`src/hw/ifsc_params.svh`:
```
/*
 * Constants of the IF synthesizer control block: control-bit codes,
 * field positions, reset values and the word width.
 * Assumes inclusion by bare name from the package alone.
 */
`ifndef IFSC_PARAMS_SVH
`define IFSC_PARAMS_SVH

`define IFSC_WORD_W      24
`define IFSC_RST_WORD    24'h000000
`define IFSC_ADDR_RF_INT 3'h0
`define IFSC_ADDR_RF_FRC 3'h1
`define IFSC_ADDR_RF_CTL 3'h2
`define IFSC_ADDR_MASTER 3'h3
`define IFSC_ADDR_IF_N   3'h4
`define IFSC_ADDR_IF_REF 3'h5
`define IFSC_ADDR_IF_CTL 3'h6
// if control word
`define IFSC_IFC_CNT_RST 3
`define IFSC_IFC_CP_TS   4
`define IFSC_IFC_PD      5
`define IFSC_IFC_POL     7
`define IFSC_IFC_CUR     10:8
`define IFSC_IFC_RS_A    11
`define IFSC_IFC_TEST    13:12
`define IFSC_IFC_RS_B    14
`define IFSC_IFC_RS_C    15
// if reference-divider word
`define IFSC_IFR_DIV     17:3
`define IFSC_IFR_DBL     18
// if n-divider word
`define IFSC_IFN_A       8:3
`define IFSC_IFN_B       21:9
`define IFSC_IFN_P       23:22
// rf words
`define IFSC_RF_INT      14:3
`define IFSC_RF_FRAC     14:3
`define IFSC_RF_MOD      22:11
`define IFSC_RF_RDIV     20:17
`define IFSC_RF_DBL      21

`endif

```
`src/hw/ifsc_pkg.sv`:
```
/*
 * Types shared by the IF synthesizer control block.
 * Assumes the constants header sits beside it.
 */
`include "ifsc_params.svh"

package ifsc_pkg;

    // decoded if control word fields
    typedef struct packed {
        logic [1:0] test_mode;
        logic       resync_en;
        logic [2:0] cp_current;
        logic       pd_polarity;
        logic       power_down;
        logic       cp_three_state;
        logic       counter_reset;
    } ifsc_if_ctrl_t;

    typedef enum logic [0:0] {
        IFSC_RS_IDLE,
        IFSC_RS_COUNT
    } ifsc_rs_state_t;

endpackage

```
`src/hw/ifsc_serial_rx.sv`:
```
/*
 * Three-wire serial input register: shifts on clock rises, latches on
 * strobe rise. Assumes pins are asynchronous and the serial clock is
 * slower than a quarter of sys_clk.
 */
`timescale 1ns/1ps
`default_nettype none

module ifsc_serial_rx import ifsc_pkg::*; #(
    parameter int WORD_W = `IFSC_WORD_W
) (
    // clock and reset
    input  wire logic              sys_clk,
    input  wire logic              rst_n,
    // pins
    input  wire logic              sclk_pin,
    input  wire logic              serial_data_pin,
    input  wire logic              latch_strobe,
    // latched word
    output logic [WORD_W-1:0]      word,
    output logic                   word_valid
);

    logic [2:0]        sclk_s;
    logic [1:0]        data_s;
    logic [2:0]        le_s;
    logic [WORD_W-1:0] shift;

    wire sclk_rise = sclk_s[1] & ~sclk_s[2];
    wire le_rise   = le_s[1] & ~le_s[2];

    always_ff @(posedge sys_clk) begin
        if (!rst_n) begin
            sclk_s     <= 3'h0;
            data_s     <= 2'h0;
            le_s       <= 3'h0;
            shift      <= `IFSC_RST_WORD;
            word       <= `IFSC_RST_WORD;
            word_valid <= 1'b0;
        end else begin
            sclk_s     <= {sclk_s[1:0], sclk_pin};
            data_s     <= {data_s[0], serial_data_pin};
            le_s       <= {le_s[1:0], latch_strobe};
            if (sclk_rise) begin
                shift <= {shift[WORD_W-2:0], data_s[1]};
            end
            word_valid <= le_rise;
            if (le_rise) begin
                word <= shift;
            end
        end
    end

endmodule

`default_nettype wire

```
`src/hw/ifsc_ref_div.sv`:
```
/*
 * Reference divider: one output pulse per RATIO input ticks.
 * Assumes ticks are one-cycle enables on sys_clk; ratio 0 acts as 1.
 */
`timescale 1ns/1ps
`default_nettype none

module ifsc_ref_div #(
    parameter int DIV_W = 15
) (
    // clock and reset
    input  wire logic             sys_clk,
    input  wire logic             rst_n,
    // control
    input  wire logic             tick,
    input  wire logic             hold,
    input  wire logic [DIV_W-1:0] ratio,
    // phase-detector clock enable
    output logic                  pfd_tick
);

    logic [DIV_W-1:0] count;

    wire last = (count >= ratio - DIV_W'(1)) | (ratio == '0);

    always_ff @(posedge sys_clk) begin
        if (!rst_n || hold) begin
            count    <= '0;
            pfd_tick <= 1'b0;
        end else begin
            pfd_tick <= tick & last;
            if (tick) begin
                count <= last ? '0 : count + DIV_W'(1);
            end
        end
    end

endmodule

`default_nettype wire

```
`src/hw/ifsc_top.sv`:
```
/*
 * IF synthesizer control and RF phase resync: word decode, power-up
 * tracking, IF control outputs, reference paths, resync delay and the
 * division relations. Assumes the reference input is a slow pin,
 * below a quarter of sys_clk, sampled here like the serial pins.
 */
`timescale 1ns/1ps
`default_nettype none

module ifsc_top import ifsc_pkg::*; #(
    parameter int WORD_W   = `IFSC_WORD_W,
    parameter int IF_DIV_W = 15,
    parameter int RF_DIV_W = 4
) (
    // clock and reset
    input  wire logic        sys_clk,
    input  wire logic        rst_n,
    // serial port pins
    input  wire logic        sclk_pin,
    input  wire logic        serial_data_pin,
    input  wire logic        latch_strobe,
    // reference input pin
    input  wire logic        ref_in_pin,
    // if control state
    output ifsc_if_ctrl_t    if_ctrl,
    output logic             if_powered_down,
    output logic             rf_powered_down,
    output logic             if_counter_hold,
    output logic             if_cp_three_state,
    output logic             if_lock_detect_reset,
    // phase-detector clock enables
    output logic             if_pfd_tick,
    output logic             rf_pfd_tick,
    // phase resync
    output logic             rf_resync,
    // division relations
    output logic [19:0]      if_n_ratio,
    output logic [23:0]      rf_n_scaled,
    output logic [11:0]      rf_mod
);

    // =========================================================
    // serial input register
    // =========================================================
    // keeps shifting and latching through any power-down
    logic [WORD_W-1:0] word;
    logic              word_valid;

    ifsc_serial_rx #(
        .WORD_W          (WORD_W)
    ) u_rx (
        .sys_clk         (sys_clk),
        .rst_n           (rst_n),
        .sclk_pin        (sclk_pin),
        .serial_data_pin (serial_data_pin),
        .latch_strobe    (latch_strobe),
        .word            (word),
        .word_valid      (word_valid)
    );

    // =========================================================
    // word decode
    // =========================================================
    // the low three bits name the latch; address 7 names none and is
    // dropped without touching any stored word
    function automatic logic hit(input logic [WORD_W-1:0] w,
                                 input logic [2:0]        addr);
        hit = (w[2:0] == addr);
    endfunction

    wire wr_if_ctl = word_valid & hit(word, `IFSC_ADDR_IF_CTL);
    wire wr_if_ref = word_valid & hit(word, `IFSC_ADDR_IF_REF);
    wire wr_if_n   = word_valid & hit(word, `IFSC_ADDR_IF_N);
    wire wr_master = word_valid & hit(word, `IFSC_ADDR_MASTER);
    wire wr_rf_ctl = word_valid & hit(word, `IFSC_ADDR_RF_CTL);
    wire wr_rf_frc = word_valid & hit(word, `IFSC_ADDR_RF_FRC);
    wire wr_rf_int = word_valid & hit(word, `IFSC_ADDR_RF_INT);

    // =========================================================
    // word storage
    // =========================================================
    // contents are never cleared by power-down, only by reset
    // one latch per address; a word lands the cycle after word_valid
    logic [WORD_W-1:0] if_control_word;
    logic [WORD_W-1:0] if_reference_divider_word;
    logic [WORD_W-1:0] if_n_divider_word;
    logic [WORD_W-1:0] master_word;
    logic [WORD_W-1:0] rf_control_word;
    logic [WORD_W-1:0] rf_fraction_word;
    logic [WORD_W-1:0] rf_integer_word;

    always_ff @(posedge sys_clk) begin
        if (!rst_n) begin
            if_control_word           <= `IFSC_RST_WORD;
            if_reference_divider_word <= `IFSC_RST_WORD;
            if_n_divider_word         <= `IFSC_RST_WORD;
            master_word               <= `IFSC_RST_WORD;
            rf_control_word           <= `IFSC_RST_WORD;
            rf_fraction_word          <= `IFSC_RST_WORD;
            rf_integer_word           <= `IFSC_RST_WORD;
        end else begin
            if (wr_if_ctl) if_control_word           <= word;
            if (wr_if_ref) if_reference_divider_word <= word;
            if (wr_if_n)   if_n_divider_word         <= word;
            if (wr_master) master_word               <= word;
            if (wr_rf_ctl) rf_control_word           <= word;
            if (wr_rf_frc) rf_fraction_word          <= word;
            if (wr_rf_int) rf_integer_word           <= word;
        end
    end

    // =========================================================
    // power-up tracking
    // =========================================================
    // reset stands in for power being applied; flags only ever set,
    // one per word, in address order from if control down to rf integer
    logic [6:0] written;
    logic [6:0] next_written;

    assign next_written = written | {wr_if_ctl, wr_if_ref, wr_if_n,
                                     wr_master, wr_rf_ctl, wr_rf_frc,
                                     wr_rf_int};

    always_ff @(posedge sys_clk) begin
        if (!rst_n) begin
            written <= 7'h00;
        end else begin
            written <= next_written;
        end
    end

    // the master word is shared: it counts toward both sides
    // if needs 6,5,4,3
    wire if_ready = &written[6:3];
    wire rf_ready = &written[3:0];

    // =========================================================
    // if control fields
    // =========================================================
    ifsc_if_ctrl_t ctrl_dec;

    assign ctrl_dec.counter_reset  = if_control_word[`IFSC_IFC_CNT_RST];
    assign ctrl_dec.cp_three_state = if_control_word[`IFSC_IFC_CP_TS];
    assign ctrl_dec.power_down     = if_control_word[`IFSC_IFC_PD];
    assign ctrl_dec.pd_polarity    = if_control_word[`IFSC_IFC_POL];
    assign ctrl_dec.cp_current     = if_control_word[`IFSC_IFC_CUR];
    assign ctrl_dec.test_mode      = if_control_word[`IFSC_IFC_TEST];
    assign ctrl_dec.resync_en      = if_control_word[`IFSC_IFC_RS_C]
                                   & if_control_word[`IFSC_IFC_RS_B]
                                   & if_control_word[`IFSC_IFC_RS_A];

    wire if_pd_now = ctrl_dec.power_down | ~if_ready;

    // =========================================================
    // control outputs
    // =========================================================
    // all outputs move on one edge, so power-down is never seen
    // without its side effects, nor the lock-detect reset without it
    // counters held or loaded
    wire next_counter_hold   = ctrl_dec.counter_reset | if_pd_now;
    wire next_cp_three_state = ctrl_dec.cp_three_state | if_pd_now;
    wire next_lock_reset     = if_pd_now;

    always_ff @(posedge sys_clk) begin
        if (!rst_n) begin
            if_ctrl              <= '0;
            if_powered_down      <= 1'b1;
            rf_powered_down      <= 1'b1;
            if_counter_hold      <= 1'b1;
            if_cp_three_state    <= 1'b1;
            if_lock_detect_reset <= 1'b1;
        end else begin
            if_ctrl              <= ctrl_dec;
            if_powered_down      <= if_pd_now;
            rf_powered_down      <= ~rf_ready;
            if_counter_hold      <= next_counter_hold;
            if_cp_three_state    <= next_cp_three_state;
            if_lock_detect_reset <= next_lock_reset;
        end
    end

    // =========================================================
    // reference input
    // =========================================================
    // two flops tame the pin, the third holds the previous level for
    // the edge detectors; reset level matches the idle pin
    logic [2:0] ref_s;

    always_ff @(posedge sys_clk) begin
        if (!rst_n) begin
            ref_s <= 3'h0;
        end else begin
            ref_s <= {ref_s[1:0], ref_in_pin};
        end
    end

    wire ref_rise = ref_s[1] & ~ref_s[2];
    wire ref_fall = ~ref_s[1] & ref_s[2];

    // both edges stand in for a doubled reference; duty cycle matters
    // if doubler select
    wire if_ref_tick = ref_rise |
        (if_reference_divider_word[`IFSC_IFR_DBL] & ref_fall);
    wire rf_ref_tick = ref_rise |
        (rf_control_word[`IFSC_RF_DBL] & ref_fall);

    // counter hold covers power-down too, parking the count at load
    ifsc_ref_div #(
        .DIV_W    (IF_DIV_W)
    ) u_if_div (
        .sys_clk  (sys_clk),
        .rst_n    (rst_n),
        .tick     (if_ref_tick),
        .hold     (if_counter_hold),
        .ratio    (if_reference_divider_word[`IFSC_IFR_DIV]),
        .pfd_tick (if_pfd_tick)
    );

    // asleep until the rf side has all of its words
    // rf reference divider
    ifsc_ref_div #(
        .DIV_W    (RF_DIV_W)
    ) u_rf_div (
        .sys_clk  (sys_clk),
        .rst_n    (rst_n),
        .tick     (rf_ref_tick),
        .hold     (rf_powered_down),
        .ratio    (rf_control_word[`IFSC_RF_RDIV]),
        .pfd_tick (rf_pfd_tick)
    );

    // =========================================================
    // phase resync delay
    // =========================================================
    ifsc_rs_state_t      rs_state;
    ifsc_rs_state_t      next_rs_state;
    logic [IF_DIV_W-1:0] rs_count;
    logic [IF_DIV_W-1:0] next_rs_count;
    logic                next_resync;

    // a write while disabled starts nothing
    // integer or fraction write
    wire rs_start = ctrl_dec.resync_en & (wr_rf_int | wr_rf_frc);
    // the target is read live: lowering it below the count fires at once
    wire [IF_DIV_W-1:0] rs_target =
        if_reference_divider_word[`IFSC_IFR_DIV];
    wire rs_done = (rs_count >= rs_target);

    always_comb begin
        next_rs_state = rs_state;
        next_rs_count = rs_count;
        next_resync   = 1'b0;
        case (rs_state)
            IFSC_RS_IDLE: begin
                // parked at zero so every restart counts from scratch
                next_rs_count = '0;
            end
            IFSC_RS_COUNT: begin
                // a pending resync is dropped once disabled
                if (!ctrl_dec.resync_en) begin
                    next_rs_state = IFSC_RS_IDLE;
                // count plain reference rises, never doubled
                end else if (rs_done) begin
                    next_resync   = 1'b1;
                    next_rs_state = IFSC_RS_IDLE;
                end else if (ref_rise) begin
                    next_rs_count = rs_count + IF_DIV_W'(1);
                end
            end
            default: begin
                next_rs_state = IFSC_RS_IDLE;
            end
        endcase
        if (rs_start) begin
            next_rs_state = IFSC_RS_COUNT;
            next_rs_count = '0;
            next_resync   = 1'b0;
        end
    end

    always_ff @(posedge sys_clk) begin
        if (!rst_n) begin
            rs_state  <= IFSC_RS_IDLE;
            rs_count  <= '0;
            rf_resync <= 1'b0;
        end else begin
            rs_state  <= next_rs_state;
            rs_count  <= next_rs_count;
            rf_resync <= next_resync;
        end
    end

    // =========================================================
    // division relations
    // =========================================================
    // prescaler code 0 to 3 selects a ratio of 8, 16, 32 or 64
    function automatic logic [6:0] presc(input logic [1:0] code);
        presc = 7'h08 << code;
    endfunction

    wire [1:0]  if_p_code   = if_n_divider_word[`IFSC_IFN_P];
    wire [12:0] if_b_val    = if_n_divider_word[`IFSC_IFN_B];
    wire [5:0]  if_a_val    = if_n_divider_word[`IFSC_IFN_A];
    wire [11:0] rf_int_val  = rf_integer_word[`IFSC_RF_INT];
    wire [11:0] rf_frac_val = rf_fraction_word[`IFSC_RF_FRAC];
    wire [11:0] rf_mod_val  = master_word[`IFSC_RF_MOD];

    // the widest product, 64 times the largest b, still fits 20 bits
    wire [19:0] if_n_calc =
        20'(presc(if_p_code)) * 20'(if_b_val) + 20'(if_a_val);

    // scaled by the modulus so the fraction stays exact; the host keeps
    // the integer times the modulus inside 24 bits, the rest is dropped
    wire [23:0] rf_n_calc =
        24'(rf_int_val) * 24'(rf_mod_val) + 24'(rf_frac_val);

    always_ff @(posedge sys_clk) begin
        if (!rst_n) begin
            if_n_ratio  <= 20'h00000;
            rf_n_scaled <= 24'h000000;
            rf_mod      <= 12'h000;
        end else begin
            if_n_ratio  <= if_n_calc;
            rf_n_scaled <= rf_n_calc;
            rf_mod      <= master_word[`IFSC_RF_MOD];
        end
    end

endmodule

`default_nettype wire

```
`config.mk`:
```
export PLATFORM = sky130hd
export DESIGN_NAME = ifsc_top
export DESIGN_NICKNAME = d
export VERILOG_FILES = /design/src/hw/ifsc_pkg.sv /design/src/hw/ifsc_serial_rx.sv /design/src/hw/ifsc_ref_div.sv /design/src/hw/ifsc_top.sv
export VERILOG_INCLUDE_DIRS = /design/src /design/src/hw
export SDC_FILE = /design/constraint.sdc
export NUM_CORES = 1
export LEC_CHECK = 0
export ABC_AREA = 1
export BUFFER_PORTS_ARGS = -buffer_cell sky130_fd_sc_hd__buf_2
export CAP_MARGIN = 10
export CORE_ASPECT_RATIO = 1.1
export CORE_MARGIN = 2
export CORE_UTILIZATION = 60
export CTS_BUF_LIST = sky130_fd_sc_hd__clkbuf_4
export CTS_CLUSTER_DIAMETER = 30
export DETAILED_ROUTE_END_ITERATION = 12
export GPL_TIMING_DRIVEN = 0
export PLACE_DENSITY = 0.78
export SLEW_MARGIN = 20
export SYNTH_ARGS = -nofsm -noshare
export SYNTH_HDL_FRONTEND = slang
export SYNTH_SLANG_ARGS = --single-unit
```
`constraint.sdc`:
```
create_clock -name sys_clk -period 6.58 [get_ports sys_clk]
set_clock_uncertainty 0.1 [all_clocks]
set_input_delay 0.987 -clock sys_clk [delete_from_list [all_inputs] [get_ports sys_clk]]
set_output_delay 0.987 -clock sys_clk [all_outputs]
set_load 0.01 [all_outputs]
```
# ---- Word level (Yosys, flattened, before mapping)
# Index checks and enable logic that the tools add are counted.
dict set report classes {
  n_addsub 7
  mul 2
  magnitude_cmp 3
  n_eq_ne 9
  shift 1
  mux 11
  bitwise_logic 36
  n_reduce_logical 11
}
# cell n
set op_table {}
lappend op_table {{15-bit 2-to-1 mux} 4}
lappend op_table {{15-bit by 1-bit adder with 15-bit output, second input constant} 2}
lappend op_table {{15-bit greater-or-equal comparator} 2}
lappend op_table {{15-bit one-hot mux with 2 select lines} 1}
lappend op_table {{24-bit by 12-bit adder with 24-bit output} 1}
lappend op_table {{12-bit by 12-bit multiplier with 24-bit output} 1}
lappend op_table {{20-bit by 6-bit adder with 20-bit output} 1}
lappend op_table {{7-bit by 13-bit multiplier with 20-bit output} 1}
lappend op_table {{1-bit AND} 18}
lappend op_table {{15-bit logical NOT} 1}
lappend op_table {{15-bit by 1-bit subtractor with 15-bit output, second input constant} 1}
lappend op_table {{3-bit == test, second input constant} 3}
lappend op_table {{1-bit NOT} 9}
lappend op_table {{1-bit OR} 8}
lappend op_table {{4-bit AND reduction} 2}
lappend op_table {{7-bit OR} 1}
lappend op_table {{4-bit by 2-bit left shift with 7-bit output, first input constant} 1}
lappend op_table {{3-bit by 2-bit == test with 1-bit output, second input constant} 2}
lappend op_table {{2-bit != test, second input constant} 3}
lappend op_table {{1-bit 2-to-1 mux} 5}
lappend op_table {{4-bit by 1-bit adder with 4-bit output, second input constant} 1}
lappend op_table {{4-bit greater-or-equal comparator} 1}
lappend op_table {{4-bit logical NOT} 1}
lappend op_table {{4-bit 2-to-1 mux} 1}
lappend op_table {{other kinds (8)} 9}
dict set report totals {
  register_bits 309
  inputBits 6
  output_inout_bits 74
}

# ---- Longest topological paths before layout
# Gate-level depths: netlist (run 1).
dict set report depth {
  word_depth 6
  ltp_mapped 23
}

# ---- By module
# Synthesis (run 1) repeated with hierarchy kept, for this count alone.
dict set report unflattened {
  hier_cells 2444
  area_unflattened_um2 18176.2
}
# mod instances cells_per_inst area_per_inst_um2
set by_module_without_submodules {}
lappend by_module_without_submodules {ifsc_top 1 1872 14122.3}
lappend by_module_without_submodules {ifsc_serial_rx 1 317 2258.4}
lappend by_module_without_submodules {{ifsc_ref_div at u_if_div} 1 208 1443.9}
lappend by_module_without_submodules {{ifsc_ref_div at u_rf_div} 1 47 351.6}

# ---- Least setup slack after synthesis (run 1)
# No wires, ideal clock.
dict set report synth_path {
  kind {register to register}
  startpoint {reg master_word[22]}
  endpoint {reg rf_n_scaled[20]}
  arrival_ns 4.539
  t_required_ns 6.365
  slack_ns 1.827
  stages_incl_launch_ff 20
  synth_period_minus_slack_ns 4.753
  cell_sequence {dfxtp_1 > clkbuf_1 > nand2_1 > fa_1 > fa_1 > inv_1 > fa_1 > fa_1 > inv_1 > fa_1 > inv_1 > ha_1 > a21oi_1 > o21ai_0 > a21oi_1 > o21ai_1 > nand2_1 > nand3_1 > nand2_1 > nor2_1}
}
dict set report synth_via {
  elab_chain_len 2
}
# item line
set synth_rtl {}
lappend synth_rtl {{from (decl)} ifsc_top.sv:87} ;# logic [WORD_W-1:0] master_word;
lappend synth_rtl {{from (signal assigned)} ifsc_top.sv:97} ;# master_word <= `IFSC_RST_WORD;
lappend synth_rtl {{from (signal assigned)} ifsc_top.sv:105} ;# if (wr_master) master_word <= word;
lappend synth_rtl {{12-bit by 12-bit multiplier with 24-bit output} ifsc_top.sv:315} ;# 24'(rf_int_val) * 24'(rf_mod_val) + 24'(rf_frac_val);
lappend synth_rtl {{24-bit by 12-bit adder with 24-bit output} ifsc_top.sv:315}
lappend synth_rtl {{to (signal assigned)} ifsc_top.sv:324} ;# rf_n_scaled <= rf_n_calc;
lappend synth_rtl {{to (decl)} ifsc_top.sv:38} ;# output logic [23:0] rf_n_scaled,
# Every way passes these cells.
# A chain may end at the register's enable or synchronous reset.

# ---- Worst setup path after layout (run 1)
dict set report layout_path {
  startpoint {reg rf_integer_word[3]}
  endpoint {reg rf_n_scaled[20]}
}
dict set report layout_via {
  elab_chain_len 2
}
# item line
set layout_rtl {}
lappend layout_rtl {{from (decl)} ifsc_top.sv:90} ;# logic [WORD_W-1:0] rf_integer_word;
lappend layout_rtl {{from (signal assigned)} ifsc_top.sv:100} ;# rf_integer_word <= `IFSC_RST_WORD;
lappend layout_rtl {{from (signal assigned)} ifsc_top.sv:108} ;# if (wr_rf_int) rf_integer_word <= word;
lappend layout_rtl {{12-bit by 12-bit multiplier with 24-bit output} ifsc_top.sv:315}
lappend layout_rtl {{24-bit by 12-bit adder with 24-bit output} ifsc_top.sv:315}
# Every way passes these cells.

==> flow_summary.json, run 1 <==
{
  "status": "complete, no violations",
  "max_freq_mhz": 177,
  "cts_buffer_depth": 3,
  "die_w_um": 168,
  "numPlacedInstances": 2766,
  "hp-start": "u_rx.sclk_s[0]",
  "async_flop_share_pct": 0,
  "synth_area_um2": 17700,
  "grt_max_degree": 12,
  "wl_per_cell_um": 15.2,
  "holdPathEnd": "u_rx.sclk_s[1]",
  "grt_pass1_wl_mm": 72.6,
  "path_class": "reg -> reg",
  "yosys_most_used_dff": "dfxtp_1",
  "grt_antenna_before_repair": 2,
  "place_area_um2": 18500,
  "holdPathStages": 2,
  "ys_seq_area_share_pct": 30.0,
  "cts.repair.resized": 0,
  "wl_mm": 43.9,
  "vias": 15442,
  "vias_per_cell": 5.33,
  "rsz0062_at_grt": "no",
  "grt_overflow_total": 0,
  "post_cts_buffers": 0,
  "synthCells": 2320,
  "setup_slack_ns": 0.945,
  "synthMostInstantiatedCell": "inv_1",
  "start_util_pct": 61.3,
  "power_leakage_nw": 10.6,
  "final_area_um2": 19600,
  "slew_violations": 0,
  "maxCapViolations": 0,
  "hold_ws_ns": 0.312,
  "tns_ns": 0,
  "ir_drop_mv": 0.124,
  "path_cells": "clkbuf_1, nand2_1, fa_1, fa_1, inv_1, fa_1, fa_1, inv_1, fa_1, inv_1, ha_1, nand2_1, nor2_1, nand4_1, o21ai_1, nand2_1, nand3_1, nand2_1, nor2_1",
  "grt_pass1_vias": 15452,
  "reg2reg_slack_ns": 0.94,
  "cts_tree": "built",
  "reg2regPathDepth": 19,
  "yosys_warnings": 0,
  "synth_fp_nets": 2619,
  "power_mw": 3.42,
  "setup_viol": 0,
  "rr_endpoint": "rf_n_scaled[20]",
  "period_minus_slack_ns": 5.64,
  "synth-seq-cells": 265,
  "core-area_um2": 28900,
  "die_h_um": 184,
  "first_iter_violations": 1090,
  "clk_pin_slew_worst_paths_ns": 0.07,
  "nNetsFinal": 2771,
  "firstDrtPassIters": 6,
  "final_layout_size_suffix_gt1_share_pct": 9.26,
  "crit_required_ns": 7.13,
  "synth_edf_count": 0,
  "dp_hpwl_mm": 34.5,
  "ios": 80,
  "dp_slack_ns": 1.02,
  "hp-class": "reg -> reg",
  "r2r_start": "rf_integer_word[3]",
  "avgSynthCellArea_um2": 7.62,
  "io_buffers": 78,
  "cp_max_fo": 10,
  "synth_common_cells": "inv_1 (454), nand2_1 (400), nor2_1 (292)",
  "fin_util_pct": 67.8,
  "row_count": 65,
  "report.final.hold_viol_count": 0,
  "place_congestion": 0.921,
  "maxSlewHeadroom_pct": 31.9,
  "fill_cells": 2407,
  "area_growth_pct": 10.7,
  "fin_cells": 2896,
  "setup.worst_path.start_class": "register",
  "synthTopCellsByArea": "dfxtp_1 (30%), fa_1 (15%), ha_1 (11%)",
  "clkLatencyLatePin_ns": 0.72,
  "dieArea_um2": 30900,
  "endpoint_kind": "register",
  "cts_sinks": 265,
  "synth.top_cell.area_share_pct": 30.0,
  "synth_top_area_cell": "dfxtp_1",
  "cpMostUsedCell": "fa_1",
  "cts-htree-levels": 3,
  "clk_root_buffer_cell": "clkbuf_4",
  "cp.arrival_ns": 6.18,
  "cp_slowest_stage_delay_ns": 0.57,
  "synth.distinct_cells": 42,
  "tightest_slew_ns": 1.02,
  "track_usage_pct": 29.4,
  "power_density_nw_per_um2": 175,
  "cts_buffers": 72,
  "critPathSlowestCell": "fa_1",
  "ctsHoldBuffers": 0,
  "drtAntennaViolNets": 0,
  "finalCritPeriodShare_pct": 85.6,
  "remaining_drc_errors": 0
}
[how the worst max path moves through the flow]
stage | startpoint | to | slack, ns | cells after the start
floorplan | master_word[22] | rf_n_scaled[20] | 1.83 | 19
global route | rf_integer_word[3] | rf_n_scaled[20] | 0.70 | 19
finish | rf_integer_word[3] | rf_n_scaled[20] | 0.94 | 19
global placement | rf_integer_word[3] | rf_n_scaled[20] | 1.06 | 18
detailed placement | rf_integer_word[3] | rf_n_scaled[20] | 1.02 | 19
CTS | rf_integer_word[3] | rf_n_scaled[20] | 0.99 | 19
[placed cells by master (no fill, tap or decap), drive strengths merged, types with 2 or more instances in the layout]
master,count
nand3b,7
fa,135
a21oi,147
dfxtp,265
nand2,407
nor2,304
clkinv,25
nor3,15
clkinvlp,2
clkbuf,167
inv,462
xnor2,6
ha,158
nor4,2
o21bai,7
a31oi,6
a21boi,6
bufinv,6
o21a,19
nand4,30
xor2,25
a21o,5
o21ai,166
buf,87
nand3,65
[routing by layer]
layer	share of wire, %	vias up	track usage [%]	wire (um)
li1	-	7543	-	-
met1	39	7222	33.3	17100
met2	49	524	51.4	21500
met3	7.0	151	6.59	3080
met4	5.2	2	16.5	2260
met5	0.030	-	0.966	13
[power by group]
part	leakage, nW	switching, mW	total, mW	internal, mW
Clock	0.588	0.718	1.66	0.941
Combinational	7.87	0.0805	0.108	0.0273
Sequential	2.14	0.0303	1.66	1.63
Total	10.6	0.829	3.42	2.59
[kinds of logic (layout without fill, tap and decap cells)]
logic type,after synthesis,after routing,share of synthesized area (%)
and+or+nand+nor,831,831,19.6
xor gates and xnor gates,31,31,1.53
adders and majority gates,293,293,26.5
DFF,265,265,30.0
AOI/OAI and AO/OA,357,357,10.7
other,0,1,0
muxes,1,1,0.0637
buffers and inverters,542,749,11.6
[worst max-delay path: cells and delay by family, from the launching register on]
kind | cells | cell delay [ns]
AOI/OAI and AO/OA | 1 | 0.31
adders and majority gates | 6 | 3.09
buffers and inverters | 4 | 0.67
DFF | 1 | 0.39
and+or+nand+nor | 8 | 1.03
[sequential cells by signal (all words and copies together), names as in the netlist, 15 cells and up]
name / cells
rf_n_scaled: 24
if_reference_divider_word: 16
rs_count: 15
u_if_div.count: 15
u_rx.shift: 24
if_n_ratio: 20
u_rx.word: 24
if_n_divider_word: 21
[layout make-up]
type / count / area (um^2) / area share (%)
multi-input cells: 1513 / 10300 / 52.8
diodes: 1 / 2.50 / 0.0128
inverters: 465 / 1750 / 8.92
flip-flops and latches: 265 / 5310 / 27.1
repair buffers: 78 / 390 / 1.99
well taps: 368 / 460 / 2.35
plain buffers: 77 / 300 / 1.53
clock inverters: 30 / 290 / 1.48
clock buffers: 99 / 743 / 3.80
Note: power is estimated with default switching activity, not from simulation.
==> run 2, diff against run 1 <==
- CELL_PAD_IN_SITES_DETAIL_PLACEMENT: unset -> 1
- CELL_PAD_IN_SITES_GLOBAL_PLACEMENT: unset -> 2
- CORE_UTILIZATION: 60 -> 38
- PLACE_DENSITY: 0.78 -> unset
- PLACE_DENSITY_LB_ADDON: unset -> 0.1
==> flow_summary.json, run 2 (synthesis gave the netlist of run 1 again) <==
{
  "status": "complete, no violations",
  "final_layout_size_suffix_gt1_share_pct": 9.98,
  "start_util_pct": 38.7,
  "maxSlewHeadroom_pct": 33.8,
  "clkLatencyLatePin_ns": 0.79,
  "grt_pass1_vias": 16224,
  "cts-htree-levels": 3,
  "slew_violations": 0,
  "cp_slowest_stage_delay_ns": 0.61,
  "endpoint_kind": "register",
  "place_congestion": 0.832,
  "cp_max_fo": 10,
  "p_clk_share_pct": 48.4,
  "wl_per_cell_um": 17.5,
  "cts_tree": "built",
  "path_class": "reg -> reg",
  "grt_antenna_before_repair": 3,
  "cts.repair.resized": 0,
  "cts_buffer_depth": 3,
  "max_freq_mhz": 174,
  "cp.arrival_ns": 6.30,
  "report.final.hold_viol_count": 0,
  "ios": 80,
  "seqPwrFrac_pct": 48.2,
  "p_sw_uw": 910,
  "power_leakage_nw": 10.6,
  "setup_slack_ns": 0.849,
  "drtAntennaViolNets": 0,
  "remaining_drc_errors": 0,
  "reg2regPathDepth": 18,
  "layout_common_cells": "inv_1 (454), nand2_1 (400), nor2_1 (292)",
  "row_count": 82,
  "critPathTopFamily": "adder cells",
  "cts_buffers": 81,
  "ir_drop_mv": 0.0816,
  "setup.worst_path.start_class": "register",
  "tns_ns": 0,
  "finalCritPeriodShare_pct": 87.1,
  "holdPathStages": 3,
  "hp-class": "in -> reg",
  "fin_util_pct": 43.4,
  "grt_overflow_total": 0,
  "holdPathEnd": "u_rx.sclk_s[0]",
  "clk_pin_slew_worst_paths_ns": 0.06,
  "vias": 15416,
  "swShare_pct": 26.4,
  "dp_slack_ns": 0.829,
  "tightest_slew_ns": 0.994,
  "path_depth": 18,
  "rr_endpoint": "rf_n_scaled[21]",
  "dp_hpwl_mm": 43.7,
  "crit_required_ns": 7.15,
  "hp-start": "sclk_pin",
  "setup_viol": 0,
  "vias_per_cell": 4.92,
  "period_minus_slack_ns": 5.73,
  "p_comb_share_pct": 3.3,
  "track_usage_pct": 23.3,
  "cpMostUsedCell": "fa_1",
  "die_h_um": 230,
  "cts_sinks": 265,
  "reg.largest.list": "rf_n_scaled: 24 flops, u_rx.shift: 24 flops, u_rx.word: 24 flops",
  "crit_buf_inv": 4,
  "r2r_start": "master_word[17]",
  "post_cts_buffers": 0,
  "area_growth_pct": 12.3,
  "critPathSlowestCell": "clkbuf_1",
  "ctsHoldBuffers": 0,
  "reg2reg_slack_ns": 0.85,
  "grt_max_degree": 13,
  "io_buffers": 78,
  "rsz0062_at_grt": "no",
  "nNetsFinal": 2780,
  "path_cells": "clkbuf_1, nand2_1, inv_1, fa_1, fa_1, fa_1, fa_1, inv_1, fa_1, inv_1, ha_1, nand2_1, nor4_1, nand3_1, nand3_1, nand2_1, nand2_1, nor2_1",
  "firstDrtPassIters": 5,
  "internal_power_mw": 2.53,
  "wl_mm": 54.9,
  "maxCapViolations": 0,
  "core-area_um2": 45800,
  "grt_pass1_wl_mm": 87.2,
  "power_density_nw_per_um2": 173,
  "first_iter_violations": 600,
  "dieArea_um2": 48300,
  "clk_root_buffer_cell": "clkbuf_4",
  "die_w_um": 210,
  "final_common_cell": "inv_1"
}
==> run 2: cell count changes in the layout (fill, tap and decap cells not counted), moves of 2 or more <==
| cell | previous run | this run |
|---|---|---|
| clkinv_1 | 21 | 19 |
| clkinv_2 | 2 | 11 |
| bufinv_16 | 6 | 2 |
| clkbuf_4 | 99 | 113 |
==> run 2: layer usage <==
layer  vias to the layer above  global-route usage, %  part of all wire (%)  wire, um
li1                       7551                      -                     -         -
met1                      7502                   27.8                    43     23600
met2                       263                   41.4                    50     27300
met3                        94                   4.04                   4.2      2280
met4                         6                   9.11                   3.1      1690
met5                         -                      0                 0.056        31
==> run 2: cell type report <==
cell class | instances | area [um^2]
Antenna cell | 2 | 5.00
Buffer | 77 | 302
Clock buffer | 113 | 848
Clock inverter | 33 | 204
Fill cell | 5837 | 25900
Inverter | 465 | 1750
Multi-Input combinational cell | 1513 | 10300
Sequential cell | 265 | 5310
Tap cell | 588 | 736
Timing Repair Buffer | 78 | 390
==> run 2: power by group through the flow <==
| stage | clock (mW) | sequential, mW | combinational, mW |
|---|---|---|---|
| floorplan | 0 | 1.68 | 0.0700 |
| global placement | 0 | 1.70 | 0.113 |
| detailed placement | 0 | 1.70 | 0.116 |
| CTS | 1.75 | 1.66 | 0.116 |
| global route | 1.85 | 1.66 | 0.129 |
| finish | 1.67 | 1.66 | 0.115 |
==> run 2: worst max path at each step <==
stage	start	end	slack [ns]
CTS	master_word[15]	rf_n_scaled[21]	0.78
global route	master_word[15]	rf_n_scaled[21]	0.51
floorplan	master_word[22]	rf_n_scaled[20]	1.83
global placement	master_word[15]	rf_n_scaled[21]	0.86
detailed placement	master_word[15]	rf_n_scaled[21]	0.83
finish	master_word[17]	rf_n_scaled[21]	0.85
==> run 2: worst reg2reg max path, delay by kind of cell (launching register included) <==
kind                       cells  cell delay [ns]
adders and majority gates      6             3.01
buffers and inverters          4             0.85
and+or+nand+nor                8             1.25
DFF                            1             0.41
==> run 2: per-stage QoR <==
| stage | cell area, um^2 | std cells | power [mW] | hold slack (ns) |
|---|---|---|---|---|
| after floorplan | 17700 | 2320 | 1.75 | 0.284 |
| after global placement | 18800 | 2986 | 1.81 | 0.306 |
| after detailed placement | 18800 | 2986 | 1.81 | 0.307 |
| after CTS | 19900 | 3132 | 3.53 | 0.204 |
| after global routing | 19900 | 3134 | 3.64 | 0.252 |
| final | 19900 | 3134 | 3.44 | 0.295 |
